$ cat src/core/ssrm_defines.vh
// Constants for the safety stop response manager
`ifndef SSRM_DEFINES_VH
`define SSRM_DEFINES_VH

// Stop codes
`define SSRM_STOP_NONE   3'h0
`define SSRM_STOP_PULSE  3'h1
`define SSRM_STOP_BRAKE  3'h2
`define SSRM_STOP_HOLDB  3'h3
`define SSRM_STOP_HOLDP  3'h4
`define SSRM_STOP_HOLDR  3'h5
`define SSRM_STOP_MISM   3'h6
`define SSRM_STOP_TEST   3'h7

// Stop categories
`define SSRM_CAT_0       2'h0
`define SSRM_CAT_1       2'h1
`define SSRM_CAT_2       2'h2
`define SSRM_CAT_NONE    2'h3

// Request vector bit positions
`define SSRM_REQ_PULSE   0
`define SSRM_REQ_BRAKE   1
`define SSRM_REQ_TEST    2
`define SSRM_REQ_HOLDB   3
`define SSRM_REQ_HOLDP   4
`define SSRM_REQ_HOLDR   5
`define SSRM_REQ_MISM    6

// Defaults
`define SSRM_BRAKE_TIME_DEF 16'h0100
`define SSRM_HOLD_TIME_DEF  16'h0100

`endif

$ cat src/core/ssrm_stop_manager.v
// Stop response manager for one two-channel safety-monitored axis
`timescale 1ns/1ps
`include "ssrm_defines.vh"

module ssrm_stop_manager #(
    parameter TW = 16
) (
    input  wire          clk,
    input  wire          reset_n,
    input  wire          monitor_active,
    input  wire          viol_safe_operating_stop,
    input  wire          viol_safe_braking_ramp,
    input  wire          viol_safe_speed_limit,
    input  wire [2:0]    cfg_safe_speed_limit_stop,
    input  wire          viol_safe_end_position,
    input  wire [2:0]    cfg_safe_end_position_stop,
    input  wire          viol_safe_cam,
    input  wire          cross_mismatch,
    input  wire          test_stop_sel,
    input  wire [2:0]    peer_stop,
    input  wire          below_standstill_speed_tolerance,
    input  wire [TW-1:0] pulse_disable_delay,
    input  wire [TW-1:0] hold_stop_delay,
    output reg  [2:0]    stop_active,
    output reg  [1:0]    stop_category,
    output reg  [2:0]    mirror_stop,
    output reg           pulse_cancel,
    output reg           gating_suppress,
    output reg           pulse_enable,
    output reg           group_stop,
    output reg           safe_standstill,
    output reg           safe_operating_stop,
    output reg           zero_setpoint,
    output reg           current_limit_brake,
    output reg           hard_stop_active,
    output reg           alarm_pulse_stop,
    output reg           alarm_brake_stop
);

    // Rank of a stop, lower is stronger; 7 means none
    function [2:0] rank;
        input [2:0] s;
        begin
            case (s)
                `SSRM_STOP_PULSE: rank = 3'h0;
                `SSRM_STOP_BRAKE: rank = 3'h1;
                `SSRM_STOP_TEST:  rank = 3'h2;
                `SSRM_STOP_HOLDB: rank = 3'h3;
                `SSRM_STOP_HOLDP: rank = 3'h4;
                `SSRM_STOP_HOLDR: rank = 3'h5;
                `SSRM_STOP_MISM:  rank = 3'h6;
                default:          rank = 3'h7;
            endcase
        end
    endfunction

    // Category of a stop
    function [1:0] categ;
        input [2:0] s;
        begin
            case (s)
                `SSRM_STOP_PULSE: categ = `SSRM_CAT_0;
                `SSRM_STOP_BRAKE: categ = `SSRM_CAT_1;
                `SSRM_STOP_MISM:  categ = `SSRM_CAT_1;
                `SSRM_STOP_HOLDB: categ = `SSRM_CAT_2;
                `SSRM_STOP_HOLDP: categ = `SSRM_CAT_2;
                `SSRM_STOP_HOLDR: categ = `SSRM_CAT_2;
                default:          categ = `SSRM_CAT_NONE;
            endcase
        end
    endfunction

    // Stop code to request vector bit
    function [6:0] to_req;
        input [2:0] s;
        begin
            to_req = 7'h00;
            case (s)
                `SSRM_STOP_PULSE: to_req[`SSRM_REQ_PULSE] = 1'b1;
                `SSRM_STOP_BRAKE: to_req[`SSRM_REQ_BRAKE] = 1'b1;
                `SSRM_STOP_TEST:  to_req[`SSRM_REQ_TEST]  = 1'b1;
                `SSRM_STOP_HOLDB: to_req[`SSRM_REQ_HOLDB] = 1'b1;
                `SSRM_STOP_HOLDP: to_req[`SSRM_REQ_HOLDP] = 1'b1;
                `SSRM_STOP_HOLDR: to_req[`SSRM_REQ_HOLDR] = 1'b1;
                `SSRM_STOP_MISM:  to_req[`SSRM_REQ_MISM]  = 1'b1;
                default:          to_req = 7'h00;
            endcase
        end
    endfunction

    // Timer count one down
    function [TW-1:0] dec;
        input [TW-1:0] t;
        begin
            dec = t - {{(TW-1){1'b0}}, 1'b1};
        end
    endfunction

    // Timer run out
    function is_zero;
        input [TW-1:0] t;
        begin
            is_zero = (t == {TW{1'b0}});
        end
    endfunction

    // Stops that brake along the current limit
    function brakes;
        input [2:0] s;
        begin
            brakes = (s == `SSRM_STOP_BRAKE) || (s == `SSRM_STOP_HOLDB);
        end
    endfunction

    reg [2:0]    stop_q;
    reg [2:0]    stop_d;
    reg [TW-1:0] timer_q;
    reg [TW-1:0] timer_d;
    reg          hold_done_q;
    reg          hold_done_d;
    reg [6:0]    req;
    reg [2:0]    cand;
    reg [2:0]    ss_sel;
    reg [2:0]    se_sel;

    // Map monitoring functions to request vector
    always @* begin
        req = 7'h00;
        if (viol_safe_operating_stop)
            req[`SSRM_REQ_BRAKE] = 1'b1;
        if (viol_safe_braking_ramp)
            req[`SSRM_REQ_PULSE] = 1'b1;
        // speed limit any of five stops
        ss_sel = cfg_safe_speed_limit_stop;
        if (viol_safe_speed_limit && ss_sel >= `SSRM_STOP_PULSE
                && ss_sel <= `SSRM_STOP_HOLDR)
            req = req | to_req(ss_sel);
        se_sel = cfg_safe_end_position_stop;
        if (viol_safe_end_position && se_sel >= `SSRM_STOP_HOLDB
                && se_sel <= `SSRM_STOP_HOLDR)
            req = req | to_req(se_sel);
        if (viol_safe_cam)
            req = req;
        if (test_stop_sel)
            req[`SSRM_REQ_TEST] = 1'b1;
        if (peer_stop != `SSRM_STOP_TEST)
            req = req | to_req(peer_stop);
        if (!monitor_active)
            req = 7'h00;
        if (cross_mismatch)
            req[`SSRM_REQ_MISM] = 1'b1;
        if (req[`SSRM_REQ_MISM] && monitor_active)
            req[`SSRM_REQ_BRAKE] = 1'b1;
        if (req[`SSRM_REQ_PULSE])
            cand = `SSRM_STOP_PULSE;
        else if (req[`SSRM_REQ_BRAKE])
            cand = `SSRM_STOP_BRAKE;
        else if (req[`SSRM_REQ_TEST])
            cand = `SSRM_STOP_TEST;
        else if (req[`SSRM_REQ_HOLDB])
            cand = `SSRM_STOP_HOLDB;
        else if (req[`SSRM_REQ_HOLDP])
            cand = `SSRM_STOP_HOLDP;
        else if (req[`SSRM_REQ_HOLDR])
            cand = `SSRM_STOP_HOLDR;
        else if (req[`SSRM_REQ_MISM])
            cand = `SSRM_STOP_MISM;
        else
            cand = `SSRM_STOP_NONE;
    end

    // Next stop state and timer
    always @* begin
        stop_d      = stop_q;
        timer_d     = timer_q;
        hold_done_d = hold_done_q;
        // keep running stop, accept only stronger
        if (rank(cand) < rank(stop_q)) begin
            stop_d      = cand;
            hold_done_d = 1'b0;
            if (cand == `SSRM_STOP_BRAKE)
                timer_d = pulse_disable_delay;
            else
                timer_d = hold_stop_delay;
        end else begin
            case (stop_q)
                `SSRM_STOP_BRAKE: begin
                    if (is_zero(timer_q) || below_standstill_speed_tolerance)
                        stop_d = `SSRM_STOP_PULSE;
                    else
                        timer_d = dec(timer_q);
                end
                `SSRM_STOP_HOLDB, `SSRM_STOP_HOLDP,
                `SSRM_STOP_HOLDR: begin
                    if (is_zero(timer_q))
                        hold_done_d = 1'b1;
                    else
                        timer_d = dec(timer_q);
                end
                default: begin
                    stop_d = stop_q;
                end
            endcase
        end
    end

    // State registers; only reset clears hard stops
    always @(posedge clk or negedge reset_n) begin
        if (!reset_n) begin
            stop_q      <= `SSRM_STOP_NONE;
            timer_q     <= {TW{1'b0}};
            hold_done_q <= 1'b0;
        end else begin
            stop_q      <= stop_d;
            timer_q     <= timer_d;
            hold_done_q <= hold_done_d;
        end
    end

    // Registered outputs
    always @(posedge clk or negedge reset_n) begin
        if (!reset_n) begin
            stop_active         <= `SSRM_STOP_NONE;
            stop_category       <= `SSRM_CAT_NONE;
            mirror_stop         <= `SSRM_STOP_NONE;
            pulse_cancel        <= 1'b0;
            gating_suppress     <= 1'b0;
            pulse_enable        <= 1'b0;
            group_stop          <= 1'b0;
            safe_standstill     <= 1'b0;
            safe_operating_stop <= 1'b0;
            zero_setpoint       <= 1'b0;
            current_limit_brake <= 1'b0;
            hard_stop_active    <= 1'b0;
            alarm_pulse_stop    <= 1'b0;
            alarm_brake_stop    <= 1'b0;
        end else begin
            stop_active   <= stop_d;
            stop_category <= categ(stop_d);
            // signal to peer, not the test stop
            mirror_stop   <= (stop_d == `SSRM_STOP_TEST) ?
                             `SSRM_STOP_NONE : stop_d;
            pulse_cancel    <= stop_d == `SSRM_STOP_PULSE;
            gating_suppress <= stop_d == `SSRM_STOP_PULSE;
            pulse_enable    <= stop_d != `SSRM_STOP_PULSE;
            group_stop      <= stop_d == `SSRM_STOP_PULSE;
            safe_standstill <= stop_d == `SSRM_STOP_PULSE;
            safe_operating_stop <= hold_done_d;
            zero_setpoint       <= brakes(stop_d);
            current_limit_brake <= brakes(stop_d);
            hard_stop_active <= stop_d == `SSRM_STOP_PULSE
                                || stop_d == `SSRM_STOP_BRAKE;
            alarm_pulse_stop <= stop_d == `SSRM_STOP_PULSE
                                && stop_q != `SSRM_STOP_PULSE;
            alarm_brake_stop <= stop_d == `SSRM_STOP_BRAKE
                                && stop_q != `SSRM_STOP_BRAKE;
        end
    end

endmodule

$ cat config.mk
export PLATFORM = sky130hd
export DESIGN_NAME = ssrm_stop_manager
export DESIGN_NICKNAME = d
export VERILOG_FILES = /design/src/core/ssrm_stop_manager.v
export VERILOG_INCLUDE_DIRS = /design/src /design/src/core
export SDC_FILE = /design/constraint.sdc
export NUM_CORES = 1
export LEC_CHECK = 0
export BUFFER_PORTS_ARGS = -buffer_cell sky130_fd_sc_hd__buf_2
export CORE_MARGIN = 5
export CORE_UTILIZATION = 40
export DETAILED_ROUTE_END_ITERATION = 10
export PLACE_DENSITY = 0.65
export SLEW_MARGIN = 20
export SYNTH_ARGS = -nofsm -noshare
export SYNTH_HDL_FRONTEND = slang
export SYNTH_SLANG_ARGS = --single-unit
$ cat constraint.sdc
create_clock -name clk -period 8.3 [get_ports clk]
set_input_delay 0 -clock clk [delete_from_list [all_inputs] [get_ports clk]]
set_output_delay 0 -clock clk [all_outputs]
set_load 0.005 [all_outputs]
==> impl_metrics.env <==
export IMPL_synth_edff_count=0
export IMPL_antenna_cells=0
export IMPL_vias=1844
export IMPL_yosysTopAreaCellShare_pct=32.9
export IMPL_syn_cell_area_um2=2200
export IMPL_p_per_area_nw_per_um2=374
export IMPL_hold_path_depth=3
export IMPL_synthTopCellsByCount="mux2i_1 (33), dfrtp_1 (29), nor2_1 (17), nand2_1 (13), a21oi_1 (11)"
export IMPL_cts_tree="yes"
export IMPL_max_slew_margin_pct=32.1
export IMPL_post_place_ws_ps=4970
export IMPL_fp_dieH_um=84.2
export IMPL_clock_fmax_mhz=322
export IMPL_ios=71
export IMPL_status="completed"
export IMPL_drtAntennaViolNets=0
export IMPL_postCtsSetupBuffers=0
export IMPL_drt_initial_drc_count=66
export IMPL_hold_viol=0
export IMPL_design_die_area_um2=7090
export IMPL_cts_sinks=31
export IMPL_place_hpwl_mm=3.85
export IMPL_synth_most_common_cell="mux2i_1"
export IMPL_reg2reg_setup_slack_ps=5270
export IMPL_dp_cells=353
export IMPL_synth_seq_cells=31
export IMPL_clk_insertion_delay_late_ps=280
export IMPL_synth_cell_types=56
export IMPL_p_int_mw=0.582
export IMPL_synth_area_leaders="dfrtp_1 (33%), mux2i_1 (15%), xnor2_1 (3.6%)"
export IMPL_cts_max_level=2
export IMPL_wire_per_inst_um=13.8
export IMPL_synthFlopType="dfrtp_1"
export IMPL_rows=27
export IMPL_hp_class="in2reg"
export IMPL_totalWireLength_mm=4.98
export IMPL_crit_required_ps=8480
export IMPL_port_buffers=69
export IMPL_fin_skew_ps=7.80
export IMPL_grt_pass1_vias=1867
export IMPL_grt_pass1_wl_mm=8.46
export IMPL_stdcell_count=362
export IMPL_p_comb_share_pct=55.1
export IMPL_fin_tns_setup_ps=0
export IMPL_p_leak_nw=1.30
export IMPL_clockPowerShare_pct=15.3
export IMPL_swShare_pct=42.4
export IMPL_r2r_start="stop_active[2]$_DFF_PN0_"
export IMPL_drc_errors=0
export IMPL_seq_power_share_pct=29.6
export IMPL_yosys_warnings=0
export IMPL_rsz0062_at_grt="no"
export IMPL_yosys_area_top_type="dfrtp_1"
export IMPL_worst_path_largest_cell_delay_ps=410
export IMPL_dr_pass1_iters=4
export IMPL_fin_util_pct=49.7
export IMPL_drive_gt1_share_pct=32.8
export IMPL_criticalPathCategory="in2reg"
export IMPL_synthArstFlopShare_pct=100
export IMPL_cts_buffers=5
export IMPL_worstMarginPinSlew_ps=1020
export IMPL_antenna_found_initial=0
export IMPL_cts_resized_gates=0
export IMPL_core_area_um2=5440
export IMPL_crit_top_cell="a21oi_1"
export IMPL_final_nets=344
export IMPL_clk_pin_slew_ps=70
export IMPL_holdPathEnd="timer_q[9]$_DFFE_PN0P_"
export IMPL_fin_crit_sh_pct=37.4
export IMPL_cts_buffer_depth=2
export IMPL_drv_slew=0
export IMPL_setup_viol=0
export IMPL_avgSynthCellArea_um2=9.93
export IMPL_min_from="pulse_disable_delay[9]"
export IMPL_grt_usage_pct=14.5
export IMPL_cts_hold_fix_buffers=1
export IMPL_cp_slowest_cell="or2_2"
export IMPL_ctsRootBufferMaster="clkbuf_8"
export IMPL_startpoint_type="primary input"
export IMPL_p_sw_mw=0.428
export IMPL_syn_num_nets=277
export IMPL_yosysSeqAreaShare_pct=35.3
export IMPL_area_delta_synth_final_pct=22.7
export IMPL_crit_arrival_ps=3290
export IMPL_grt_overflow=0
export IMPL_max_cap_violations=0
export IMPL_peakVddDrop_uv=229
export IMPL_die_x_um=84.2
export IMPL_vias_per_cell=5.09
export IMPL_critical_path_cell_chain="buf_2 > and4bb_2 > o41ai_2 > and2b_1 > nand2_1 > nand2_1 > a21oi_1 > ha_1 > a21oi_1 > o21ai_0 > a211oi_1 > a21oi_1 > or2_2 > a2111oi_4"
export IMPL_period_minus_slack_ps=3110
export IMPL_floorplan_initialDensity_pct=40.5
export IMPL_setup_ws_ps=5190
export IMPL_gp_congestion=0.868
export IMPL_rr_worst_depth=9
export IMPL_grt_max_degree=32
export IMPL_reg2reg_to="alarm_brake_stop$_DFF_PN0_"
export IMPL_endpoint_kind="flip-flop"
export IMPL_hold_ws_ps=8.05
export IMPL_syn_inst=222
export IMPL_critPathMaxFanout=10
-- worst max-delay path: cells and delay by family --
| kind | cells | cell delay (ps) |
|---|---|---|
| and+or+nand+nor | 5 | 1170 |
| buffers and inverters | 1 | 100 |
| AOI/OAI and AO/OA | 7 | 1780 |
| adders and majority gates | 1 | 230 |
-- layout make-up --
type	count	area, um^2
timing repair buffer	70	355
sequential	31	778
multi-input combinational	176	1340
clock buffer	6	82.6
clock inverter	2	35.0
fill	527	2740
inverter	5	21.3
tap	72	90.1
-- registers in the layout, summed over array words and instances (netlist names) --
name and flops:
current_limit_brake 1, stop_active 3, safe_standstill 1, alarm_pulse_stop 1
mirror_stop 3, timer_q 16, hard_stop_active 1, alarm_brake_stop 1
stop_category 2, pulse_enable 1, safe_operating_stop 1
-- worst max-delay path by stage --
stage	from	to	slack, ps	cells after the start
2_1_floorplan	cfg_safe_end_position_stop[1]	alarm_brake_stop$_DFF_PN0_	5520	14
3_3_place_gp	cfg_safe_speed_limit_stop[1]	alarm_brake_stop$_DFF_PN0_	4940	14
3_5_place_dp	cfg_safe_speed_limit_stop[2]	alarm_brake_stop$_DFF_PN0_	4970	14
4_1_cts	cfg_safe_speed_limit_stop[2]	alarm_brake_stop$_DFF_PN0_	5260	14
5_1_grt	cfg_safe_speed_limit_stop[1]	alarm_brake_stop$_DFF_PN0_	4920	14
6_report	cfg_safe_speed_limit_stop[2]	alarm_brake_stop$_DFF_PN0_	5190	14
-- per-layer routing --
metal | global-route usage, % | vias to the layer above | wire [um]
li1 | - | 952 | -
met1 | 18.2 | 836 | 2220
met2 | 23.6 | 48 | 2370
met3 | 4.22 | 8 | 313
met4 | 5.26 | 0 | 81
met5 | 0 | - | 0
-- cell families after synthesis --
| family | share of synthesized area, % |
|---|---|
| flops | 35.3 |
| compound gates | 14.8 |
| simple gates | 22.5 |
| buf+inv | 3.86 |
| fa+ha+maj | 1.70 |
| mux | 15.0 |
| xor+xnor | 6.76 |
-- power by group through the flow --
stage	registers [mW]	logic (mW)	clock network [mW]
3_3_place_gp	0.299	0.553	0
4_1_cts	0.298	0.566	0.158
6_report	0.299	0.556	0.155
5_1_grt	0.311	0.621	0.166
3_5_place_dp	0.300	0.563	0
2_1_floorplan	0.282	0.465	0
-- layout by cell type (no fill, tap or decap), types with 2 or more instances in the layout --
cell type,synthesis,final
buf_2,3,69
mux2i_1,33,33
dfrtp_1,29,29
nor2_1,17,17
nand2_1,13,13
a21oi_1,11,11
xnor2_1,9,9
nor3_1,9,9
xor2_1,8,8
nand2b_1,7,7
o21ai_0,6,6
clkbuf_8,0,6
nor4_1,5,5
inv_1,4,4
nor2b_1,4,4
nand4_1,4,4
and2_1,3,3
o21a_1,3,3
nand3b_1,3,3
ha_1,3,3
and4bb_2,2,2
and4b_1,2,2
or3_1,2,2
o211a_1,2,2
or2_2,2,2
dfstp_2,2,2
-- per-stage QoR --
stage               instance area (um^2)  power, mW
finish                              2700       1.01
global route                        2700       1.10
CTS                                 2700       1.02
detailed placement                  2570      0.863
global placement                    2570      0.852
floorplan                           2200      0.747
No activity file was read; power rests on OpenSTA's default activity.
